===== src/adcs_pkg.sv =====
/*
 * Constants, bus carrier and state type for the converter sequencer.
 * Assumes one 20 MHz clock and a byte-wide register port.
 */
package adcs_pkg;

  // ********************************
  // Widths and register offsets
  // ********************************
  localparam int ADDR_W = 16;
  localparam int DATA_W = 8;
  localparam int RES_W  = 10;

  localparam logic [15:0] OFF_RES_HIGH = 16'hFFC4;
  localparam logic [15:0] OFF_RES_LOW  = 16'hFFC5;
  localparam logic [15:0] OFF_MODE     = 16'hFFC6;
  localparam logic [15:0] OFF_START    = 16'hFFC7;
  localparam logic [15:0] OFF_CLK_STOP = 16'hFFFA;
  localparam logic [15:0] OFF_IRQ_REQ  = 16'hFFF7;
  localparam logic [15:0] OFF_IRQ_EN   = 16'hFFF4;
  localparam logic [15:0] OFF_PORT_MD  = 16'hFFDC;
  localparam logic [15:0] OFF_EDGE_SEL = 16'hFFF2;

  // ********************************
  // Field positions and reset values
  // ********************************
  localparam int BIT_CKS   = 7;
  localparam int BIT_TRIGGER_ENABLE  = 6;
  localparam int BIT_START = 7;
  localparam int BIT_STBY  = 4;
  localparam int BIT_IRQ   = 6;
  localparam int BIT_PFN   = 4;
  localparam int BIT_EDGE  = 4;

  localparam logic [7:0] MODE_RST  = 8'h30;
  localparam logic [1:0] MODE_ONES = 2'h3;
  localparam logic [6:0] START_ONE = 7'h7F;
  localparam logic [7:0] ALL_ONES  = 8'hFF;
  localparam logic [3:0] CH_AN1    = 4'h5;

  // ********************************
  // Timing counts in system clocks
  // ********************************
  localparam logic [5:0] PERIOD_SLOW = 6'd62;
  localparam logic [5:0] PERIOD_FAST = 6'd31;
  localparam logic [5:0] STEP_CYC    = 6'd3;
  localparam logic [5:0] SAR_SPAN    = 6'd30;

  typedef struct packed {
    logic [ADDR_W-1:0] addr;
    logic [DATA_W-1:0] wdata;
    logic              we;
    logic              re;
  } adcs_bus_type;

  typedef enum logic {ST_IDLE, ST_CONV} adcs_state_type;

endpackage


===== src/adcs_sequencer.sv =====
/*
 * Conversion sequencer of a 10-bit successive approximation
 * converter: start by software or trigger pin, busy flag,
 * completion request, module standby and result holding.
 * Assumes a comparator input that is high while the analog
 * level is at or above the trial code, and a trigger pin that
 * is asynchronous to clk_in.
 */
// The implementer's own choices: the plain strobed port and the register addresses.

// What this block does
// - Standby bit 0 halts the converter, 1 runs it; resets to 1.
// - Conversion runs by successive approximation giving a 10-bit result.
// - Writing start flag 1 begins conversion; flag reads 1 while busy.
// - Start flag clears itself when conversion ends.
// - Each completion sets the conversion-end request flag.
// - Interrupt output asserts only while the enable bit is 1.
// - Trigger pin starts conversions only when function and enable bits are 1.
// - Selected trigger edge sets start flag and begins conversion.
// - Result registers survive reset.
// - Result stored and converter idle in the cycle the flag clears.
// - Channel code 0101 selects analog channel 1.
// - Writing start again after completion runs a fresh conversion.
// - Upper 8 result bits in high register, lowest 2 at top of low.
// - Writing start flag 0 stops a running conversion.
// - Trigger enable at 0, its reset value, ignores the pin.
// - Stored result stays unchanged until the next conversion ends.
module adcs_sequencer
  import adcs_pkg::*;
(
  input  wire logic           clk_in,
  input  wire logic           reset_in,
  input  wire adcs_bus_type   bus_in,
  input  wire logic           ext_trigger_pin_in,
  input  wire logic           comp_in,
  output logic [DATA_W-1:0]   rdata_out,
  output logic                conv_end_irq_out,
  output logic [RES_W-1:0]    trial_code_out,
  output logic [2:0]          analog_channel_out,
  output logic                channel_enable_out,
  output logic                converter_enable_out
);

  // ********************************
  // Register state
  // ********************************
  adcs_state_type   state;
  adcs_state_type   next_state;
  logic             cks;
  logic             trigger_enable;
  logic [3:0]       channel_select_field;
  logic             conv_end_irq_flag;
  logic             conv_end_irq_enable;
  logic             trigger_pin_function;
  logic             trigger_edge_select;
  logic [5:0]       cnt;
  logic [RES_W-1:0] bitmask;
  logic [RES_W-1:0] result;
  logic             trg_q1;
  logic             trg_q2;
  logic             trg_q3;
  logic             comp_q1;
  logic             comp_q2;

  // ********************************
  // Address decode
  // ********************************
  // Addresses are decoded in full; a write to any other
  // address is ignored and a read of it returns zero.
  wire wr_mode  = bus_in.we && (bus_in.addr == OFF_MODE);
  wire wr_start = bus_in.we && (bus_in.addr == OFF_START);
  wire wr_stop  = bus_in.we && (bus_in.addr == OFF_CLK_STOP);
  wire wr_ireq  = bus_in.we && (bus_in.addr == OFF_IRQ_REQ);
  wire wr_ien   = bus_in.we && (bus_in.addr == OFF_IRQ_EN);
  wire wr_pmd   = bus_in.we && (bus_in.addr == OFF_PORT_MD);
  wire wr_edge  = bus_in.we && (bus_in.addr == OFF_EDGE_SEL);

  // ********************************
  // Sequencing terms
  // ********************************
  // The standby bit gates the converter's clock, so the count
  // waits and every start is refused while it is 0; a stop still ends a conversion.
  wire run        = converter_enable_out;
  wire busy       = (state == ST_CONV);
  wire conversion_start_flag = busy;
  wire trig_armed = trigger_pin_function && trigger_enable;
  wire rise_seen  = trg_q2 && !trg_q3;
  wire fall_seen  = !trg_q2 && trg_q3;
  wire edge_hit   = trigger_edge_select ? rise_seen : fall_seen;
  wire sw_start   = run && wr_start && bus_in.wdata[BIT_START];
  wire sw_stop    = wr_start && !bus_in.wdata[BIT_START];
  wire hw_start   = run && trig_armed && edge_hit;
  wire start      = !busy && (sw_start || hw_start);

  // A slow start loads 61 and a fast one 30; the count runs
  // down once per clock while running, and the decision at
  // zero is also the finish, so the flag clears after 62 or
  // 31 clocks. Standby stops the count, pausing the work.
  // A bit is decided every third clock in the last thirty, so
  // the synchronised comparator has settled on each trial.
  wire in_sar     = cnt < SAR_SPAN;
  wire on_step    = (cnt % STEP_CYC) == 6'd0;
  wire decide     = busy && run && in_sar && on_step;
  wire finish     = decide && (cnt == 6'd0);
  // Completion wins over a stop written in the same cycle.
  wire abort      = busy && sw_stop && !finish;

  wire [RES_W-1:0] kept_code = comp_q2 ? trial_code_out : (trial_code_out & ~bitmask);
  wire [RES_W-1:0] next_mask = bitmask >> 1;
  wire [RES_W-1:0] next_trial = kept_code | next_mask;
  wire [5:0] load_cnt = cks ? (PERIOD_FAST - 6'd1) : (PERIOD_SLOW - 6'd1);

  assign next_state = start ? ST_CONV : ((finish || abort) ? ST_IDLE : state);

  // The hardware set wins over a software clear of the flag.
  wire clr_irq  = wr_ireq && !bus_in.wdata[BIT_IRQ];
  wire next_irq = finish || (conv_end_irq_flag && !clr_irq);
  wire next_ien = wr_ien ? bus_in.wdata[BIT_IRQ] : conv_end_irq_enable;

  // Channel codes 01xx and 10xx pick one of eight inputs.
  wire       ch_valid = channel_select_field[3] ^ channel_select_field[2];
  wire [2:0] ch_num   = {channel_select_field[3], channel_select_field[1:0]};
  wire       an1_code = (channel_select_field == CH_AN1);

  // ********************************
  // Read data selection
  // ********************************
  // Reserved bits read as ones where the register keeps them
  // so, and the coined control bits read zero around them.
  wire [7:0] rd_mode  = {cks, trigger_enable, MODE_ONES, channel_select_field};
  wire [7:0] rd_start = {conversion_start_flag, START_ONE};
  wire [7:0] rd_stop  = {ALL_ONES[7:5], converter_enable_out, ALL_ONES[3:0]};
  wire [7:0] rd_high  = result[RES_W-1:2];
  wire [7:0] rd_low   = {result[1:0], 6'h00};
  wire [7:0] rd_ireq  = {1'b0, conv_end_irq_flag, 6'h00};
  wire [7:0] rd_ien   = {1'b0, conv_end_irq_enable, 6'h00};
  wire [7:0] rd_pmd   = {3'h0, trigger_pin_function, 4'h0};
  wire [7:0] rd_edge  = {3'h0, trigger_edge_select, 4'h0};
  wire [7:0] rd_mux =
    (bus_in.addr == OFF_MODE)     ? rd_mode  :
    (bus_in.addr == OFF_START)    ? rd_start :
    (bus_in.addr == OFF_CLK_STOP) ? rd_stop  :
    (bus_in.addr == OFF_RES_HIGH) ? rd_high  :
    (bus_in.addr == OFF_RES_LOW)  ? rd_low   :
    (bus_in.addr == OFF_IRQ_REQ)  ? rd_ireq  :
    (bus_in.addr == OFF_IRQ_EN)   ? rd_ien   :
    (bus_in.addr == OFF_PORT_MD)  ? rd_pmd   :
    (bus_in.addr == OFF_EDGE_SEL) ? rd_edge  : 8'h00;

  // ********************************
  // Pin synchronisers
  // ********************************
  // Trigger and comparator each pass two flops; only the
  // second stage feeds the edge detector or the decisions.
  // The edge flop resets low like the idle pin, so no false
  // rise appears when reset is released.
  always_ff @(posedge clk_in or posedge reset_in) begin
    if (reset_in) begin
      trg_q1  <= 1'b0;
      trg_q2  <= 1'b0;
      trg_q3  <= 1'b0;
      comp_q1 <= 1'b0;
      comp_q2 <= 1'b0;
    end else begin
      trg_q1  <= ext_trigger_pin_in;
      trg_q2  <= trg_q1;
      trg_q3  <= trg_q2;
      comp_q1 <= comp_in;
      comp_q2 <= comp_q1;
    end
  end

  // ********************************
  // Control registers
  // ********************************
  // Mode writes are lost while the clock is stopped, as the
  // module itself is then frozen.
  always_ff @(posedge clk_in or posedge reset_in) begin
    if (reset_in) begin
      cks                  <= MODE_RST[BIT_CKS];
      trigger_enable       <= MODE_RST[BIT_TRIGGER_ENABLE];
      channel_select_field <= MODE_RST[3:0];
      converter_enable_out <= ALL_ONES[BIT_STBY];
      conv_end_irq_flag    <= 1'b0;
      conv_end_irq_enable  <= 1'b0;
      conv_end_irq_out     <= 1'b0;
      trigger_pin_function <= 1'b0;
      trigger_edge_select  <= 1'b0;
    end else begin
      if (wr_mode && run) begin
        cks                  <= bus_in.wdata[BIT_CKS];
        trigger_enable       <= bus_in.wdata[BIT_TRIGGER_ENABLE];
        channel_select_field <= bus_in.wdata[3:0];
      end
      if (wr_stop) begin
        converter_enable_out <= bus_in.wdata[BIT_STBY];
      end
      if (wr_pmd) begin
        trigger_pin_function <= bus_in.wdata[BIT_PFN];
      end
      if (wr_edge) begin
        trigger_edge_select <= bus_in.wdata[BIT_EDGE];
      end
      conv_end_irq_flag   <= next_irq;
      conv_end_irq_enable <= next_ien;
      conv_end_irq_out    <= next_irq && next_ien;
    end
  end

  // ********************************
  // Conversion sequencer
  // ********************************
  // A start reloads count, pointer and trial in one edge, so
  // a stopped conversion leaves nothing behind for the next.
  always_ff @(posedge clk_in or posedge reset_in) begin
    if (reset_in) begin
      state          <= ST_IDLE;
      cnt            <= 6'd0;
      bitmask        <= 10'h000;
      trial_code_out <= 10'h000;
    end else begin
      state <= next_state;
      if (start) begin
        cnt            <= load_cnt;
        bitmask        <= 10'h200;
        trial_code_out <= 10'h200;
      end else if (busy && run) begin
        cnt <= cnt - 6'd1;
        if (decide) begin
          bitmask        <= next_mask;
          trial_code_out <= next_trial;
        end
      end
    end
  end

  // Results have no reset so that they survive any reset but
  // power-up; they change only on a completed conversion.
  always_ff @(posedge clk_in) begin
    if (finish) begin
      result <= kept_code;
    end
  end

  // ********************************
  // Bus answer and mux outputs
  // ********************************
  // Read data stand only in the cycle after the read strobe.
  always_ff @(posedge clk_in or posedge reset_in) begin
    if (reset_in) begin
      rdata_out          <= 8'h00;
      analog_channel_out <= 3'd0;
      channel_enable_out <= 1'b0;
    end else begin
      rdata_out          <= bus_in.re ? rd_mux : 8'h00;
      analog_channel_out <= ch_num;
      channel_enable_out <= ch_valid;
    end
  end
endmodule


===== config.mk =====
export PLATFORM = sky130hd
export DESIGN_NAME = adcs_sequencer
export DESIGN_NICKNAME = d
export VERILOG_FILES = /design/src/adcs_pkg.sv /design/src/adcs_sequencer.sv
export SDC_FILE = /design/constraint.sdc
export NUM_CORES = 1
export LEC_CHECK = 0
export ABC_AREA = 1
export BUFFER_PORTS_ARGS = -buffer_cell sky130_fd_sc_hd__buf_2
export CORE_UTILIZATION = 48
export DETAILED_ROUTE_END_ITERATION = 6
export PLACE_DENSITY = 0.78
export REMOVE_ABC_BUFFERS = 1
export SLEW_MARGIN = 0
export SYNTH_ARGS = -nofsm -noshare
export SYNTH_HDL_FRONTEND = slang
export SYNTH_SLANG_ARGS = --single-unit

===== constraint.sdc =====
create_clock -name clk_in -period 8.4 [get_ports clk_in]
set_input_delay 1.26 -clock clk_in [delete_from_list [all_inputs] [get_ports clk_in]]
set_output_delay 1.26 -clock clk_in [all_outputs]
set_load 0.01 [all_outputs]

# Word level (Yosys, flattened, before mapping)
# Index checks and enable logic that the tools add are counted.
totals:
  reg_bits: 66
  in_bits: 30
  output_inout_bits: 24
  elab_cells: 104
op_classes:
  add_sub_neg: 1
  n_div: 1
  magnitude_cmp: 1
  n_eq_ne: 9
  n_mux: 24
  bitwise_logic: 4
  reduce_logical: 42
op_table:
  columns: ["cell", "n"]
  rows:
  - ["16-bit == test, second input constant", 9]
  - ["10-bit 2-to-1 mux", 7]
  - ["8-bit 2-to-1 mux", 6]
  - ["1-bit logical AND", 26]
  - ["6-bit 2-to-1 mux", 3]
  - ["7-bit 2-to-1 mux", 2]
  - ["6-bit logical NOT", 2]
  - ["10-bit AND", 1]
  - ["5-bit 2-to-1 mux", 2]
  - ["10-bit inverter", 1]
  - ["10-bit by 9-bit OR with 10-bit output", 1]
  - ["1-bit logical NOT", 7]
  - ["6-bit by 5-bit < comparator with 1-bit output, second input constant", 1]
  - ["6-bit by 2-bit remainder unit with 6-bit output, second input constant", 1]
  - ["2-bit nonzero test", 3]
  - ["6-bit by 1-bit subtractor with 6-bit output, second input constant", 1]
  - ["1-bit 2-to-1 mux", 4]
  - ["1-bit logical OR", 3]
  - ["2-bit AND reduction", 1]
  - ["1-bit bitwise XOR", 1]

# Longest topological paths before layout
logic_depth:
  depth_word: 11
  ltp_mapped: 21
  mapped_depth_nobuf: 21

# Worst setup path after synthesis
# OpenSTA, ideal clock, no wires.
synth_path:
  path_kind: "register to register"
  start: "register cnt[5]"
  end: "register result[0] (enable)"
  setup_ns: 0.311
  arrival_time_ns: 2.524
  slack_ns: 5.564
  stages_incl_launch_ff: 18
  path_buffers: 0
  cell_sequence: "dfrtp_1 -> inv_1 -> nand3_1 -> nand2_2 -> nand2_4 -> nand3_1 -> inv_1 -> ha_1 -> nor2_8 -> nand2_4 -> nand2_2 -> nand2_1 -> ha_1 -> nor3_1 -> nor2_2 -> nor2_4 -> nand4_4 -> inv_2"
synth_via:
  elab_chain_len: 4
  word_cells_on_any_way: 7
  classes_between: "div (1); order compare (1); reduce/logical (5)"
synth_rtl:
  columns: ["item", "line", "source"]
  rows:
  - ["start: declaration", "adcs_sequencer.sv:56", "logic [5:0] cnt;"]
  - ["start signal: assignment", "adcs_sequencer.sv:224", "cnt <= load_cnt;"]
  - ["start signal: assignment", "adcs_sequencer.sv:228", "cnt <= cnt - 6'd1;"]
  - ["6-bit by 2-bit remainder unit with 6-bit output / 6-bit by 5-bit < comparator with 1-bit output (equally long branches)", "adcs_sequencer.sv:102, adcs_sequencer.sv:101", null]
  - ["6-bit logical NOT / 1-bit logical AND (equally long branches)", "adcs_sequencer.sv:102, adcs_sequencer.sv:103", null]
  - ["1-bit logical AND", "adcs_sequencer.sv:103", "wire decide = busy && run && in_sar && on_step;"]
  - ["1-bit logical AND (*)", "adcs_sequencer.sv:104", "wire finish = decide && (cnt == 6'd0);"]
  - ["net finish", "adcs_sequencer.sv:104", null]
  - ["end signal: assignment", "adcs_sequencer.sv:241", "result <= kept_code;"]
  - ["end: declaration", "adcs_sequencer.sv:58", "logic [RES_W-1:0] result;"]
# The timed path passes the listed nets; every way through them passes the cells marked *.
# A chain may end at the register's enable or synchronous reset.

# Final worst setup path
layout_path:
  start: "register cnt[5]"
  end: "register bitmask[9]"
layout_via:
  elab_chain_len: 5
  word_cells_on_any_way: 7
  classes_between: "div (1); order compare (1); reduce/logical (5)"
layout_rtl:
  columns: ["item", "line", "source"]
  rows:
  - ["6-bit by 2-bit remainder unit with 6-bit output / 6-bit by 5-bit < comparator with 1-bit output (equally long branches)", "adcs_sequencer.sv:102, adcs_sequencer.sv:101", null]
  - ["6-bit logical NOT / 1-bit logical AND (equally long branches)", "adcs_sequencer.sv:102, adcs_sequencer.sv:103", null]
  - ["1-bit logical AND (*)", "adcs_sequencer.sv:103", null]
  - ["2-bit nonzero test (no source line) (*)", null, null]
  - ["2-bit AND reduction (no source line) (*)", null, null]
  - ["end signal: assignment", "adcs_sequencer.sv:230", "bitmask <= next_mask;"]
  - ["end: declaration", "adcs_sequencer.sv:57", "logic [RES_W-1:0] bitmask;"]
# Every way passes the cells marked *; elsewhere a longest branch is shown, timed or not.

==> out/metrics.csv <==
metric,value,unit
initial antenna violation count,0,
share of cells above drive strength 1,24.5,%
final antenna-violating net count,0,
number of setup buffers added after CTS,0,
"Reg clk slew, reported paths",0.07,ns
port bufs,52,
Hold Startpoint,trg_q1,
CTS Sinks,66,
Synth Area per Inst,8.70,µm²
# rows,31,
routability cong.,0.881,
overall routing resource usage,18.4,%
final setup vio count,0,
CTS resizes,0,
Crit Path Class,reg2reg,
hold_ws,0.350,ns
Worst R2R Start,cnt[5],
Die X,88.2,µm
vias per std cell,5.16,
setup TNS,0,ns
"EDFF count, synth",10,
CP required,8.58,ns
Worst Setup SP,cnt[5],
cts bufs inserted,9,
Post-synth top flop,dfrtp_1,
root buffer cell,clkbuf_8,
Placed Cells,548,
synthesized instance count,410,
period utilization,39.1,%
area of the core,7210,µm²
Starting Density,49.5,%
Startpoint Class,register,
diodes inserted,0,
register area share after synthesis,47.7,%
worst path arrival time,3.47,ns
worst slew pin tran,1.07,ns
drt pass-1 iters,4,
met2 Resource Use GR,30.5,%
Peak VDD IR,0.0000842,V
Synth cell types,37,
Pwr per Cell Area,158,nW/µm²
wire per inst,12.1,µm
pin count of the biggest net entering global routing,57,
RSZ-0062 raised after global routing,no,
# IOs,54,
CP Max Fanout,21,
grt total ovfl,0,
Static Leak,2.22,nW
Final HPWL DP,4.89,mm
final hold violation count,0,
worst clock skew,0.0120,ns
post-synthesis cell area,3570,µm²
max_slew headroom,28.2,%
final core occ,56.7,%
RR Endpoint,bitmask[9],
Finished Layout Cells,564,
final WL,6.82,mm
max-slew violation count,0,
GRT met3 Usage,3.54,%
vias in the first global route,2573,
highest clock rate,304,MHz
die area,7780,µm²
capture point of the worst path,bitmask[9],
clock latency at the later pin of the worst-skew pair,0.34,ns
Initial DRC Count,207,
CTS tree,done,
Setup crit end kind,register,
Hold WC Path Type,reg2reg,
fin crit period,3.29,ns
hold_buf cts,0,
fill count,660,
DR vias,2909,
net count of the finished layout,495,
GR peak layer,met2,
GRT met1 Usage,22.9,%
die height,88.2,µm
DRC Markers,0,
Yosys reg bits,66,
Layout area overhead,14.7,%
asr flop ratio synth,84.8,%
Reg2Reg Setup Slack,5.11,ns
status,finished clean,
r2r worst-path depth,20,
clk buf depth,2,
first-pass GRT wire length,11.1,mm
yosys warns,0,
max cap viols,0,
H-tree depth,3,
==> report_power, final <==
part           switching (mW)  internal [mW]  total (mW)
Sequential            0.00104          0.325       0.326
Combinational          0.0125        0.00651      0.0190
Clock                   0.130          0.170       0.300
==> synthesized netlist by cell type (all sizes together), types with 2 or more instances <==
library cell	instances	area [µm²]
a21oi	12	60.1
a31oi	3	18.8
buf	10	77.6
clkbuf	4	15.0
dfrtp	55	1380
edfxtp	10	300
ha	5	62.6
inv	67	257
nand2	102	430
nand3	45	335
nand3b	2	15.0
nand4	30	224
nor2	22	109
nor3	7	40.0
o211ai	5	37.5
o21ai	20	100
xor2	5	43.8
==> metal layers <==
metal,up-vias,wire length (µm),share of wire [%]
met3,20,297,4.4
met2,83,3270,48
met1,1351,3080,45
met5,-,0,0
li1,1455,-,-
met4,0,170,2.5
==> sequential cells by signal, indices dropped and copies added, names as in the netlist <==
name	flops
bitmask	10
trg_q2	1
trigger_pin_function	1
comp_q1	1
trg_q3	1
conv_end_irq_enable	1
trigger_enable	1
comp_q2	1
conv_end_irq_out	1
converter_enable_out	1
trg_q1	1
channel_select_field	4
busy	1
trial_code_out	10
analog_channel_out	3
conv_end_irq_flag	1
trigger_edge_select	1
rdata_out	8
cks	1
cnt	6
result	10
channel_enable_out	1
==> stage by stage <==
stage	setup slack (ns)	area [µm²]	total power, mW
2_1_floorplan	5.07	3480	0.340
3_3_place_gp	5.14	3870	0.351
3_5_place_dp	5.08	3870	0.351
4_1_cts	5.10	4090	0.648
5_1_grt	4.83	4090	0.664
6_report	5.11	4090	0.645
==> cell families (layout without fill, tap and decap cells) <==
family	count (synthesis)	count (layout)	share of synthesized area [%]
flip-flops	66	66	47.7
XOR/XNOR	5	5	1.23
buffers and inverters	81	136	9.78
AO/OA/AOI/OAI	43	43	6.77
AND/OR/NAND/NOR	210	210	32.7
adder cells (fa/ha/maj)	5	5	1.75
==> cell usage in the layout (no fill, tap or decap) <==
cell type	Yosys	routed
inv_6	1	4
nor2_8	1	1
nor2_1	19	19
nand3b_1	2	2
nand4_1	27	27
or3b_2	1	1
nor3_1	6	6
o21ai_1	6	6
nand3_2	22	22
a41oi_1	1	1
nor2_2	1	1
a31oi_1	3	3
or2_1	1	1
inv_1	64	63
a21oi_1	12	12
nand4_4	2	2
buf_4	1	1
o21a_1	1	1
dfrtp_1	55	55
clkbuf_8	0	9
buf_2	5	52
nand2_2	4	5
ha_1	5	5
nor2_4	1	1
o21ai_0	14	14
inv_2	2	3
o2111ai_1	1	1
nand2_4	5	5
o211ai_1	5	5
clkinv_4	0	1
edfxtp_1	10	10
bufinv_16	0	2
nand3_1	23	23
nand2_1	93	92
dfstp_2	1	1
clkinv_2	0	1
nor3_2	1	1
xor2_1	5	5
nand4_2	1	1
==> worst max-delay path, stage by stage, from the launching register on <==
cell,delay [ns]
dfrtp_1,0.42
inv_1,0.19
nand3_1,0.15
nand2_2,0.10
nand2_4,0.07
nand3_1,0.13
inv_1,0.06
ha_1,0.26
nor2_8,0.16
nand2_4,0.07
nand2_2,0.07
nand2_1,0.06
ha_1,0.29
nor3_1,0.23
nor2_2,0.09
nor2_4,0.16
nand2_4,0.08
inv_6,0.14
nand2_4,0.23
nand3_2,0.12
nand2_1,0.06
==> final cells by class <==
| cell class | instances | area [µm²] | area share (%) |
|---|---|---|---|
| Sequential cell | 66 | 1700 | 41.6 |
| Inverter | 67 | 256 | 6.27 |
| Clock inverter | 7 | 100 | 2.44 |
| Timing Repair Buffer | 53 | 268 | 6.54 |
| Multi-Input combinational cell | 263 | 1520 | 37.1 |
| Tap cell | 99 | 124 | 3.03 |
| Clock buffer | 9 | 124 | 3.03 |
==> how the worst min path moves through the flow <==
stage | cells past startpoint | end | slack (ns)
floorplan | 0 | comp_q2 | 0.33
global placement | 0 | trg_q2 | 0.33
detailed placement | 0 | trg_q2 | 0.34
CTS | 0 | trg_q2 | 0.35
global route | 0 | trg_q2 | 0.37
finish | 0 | trg_q2 | 0.35
No activity file was read; power rests on OpenSTA's default activity.
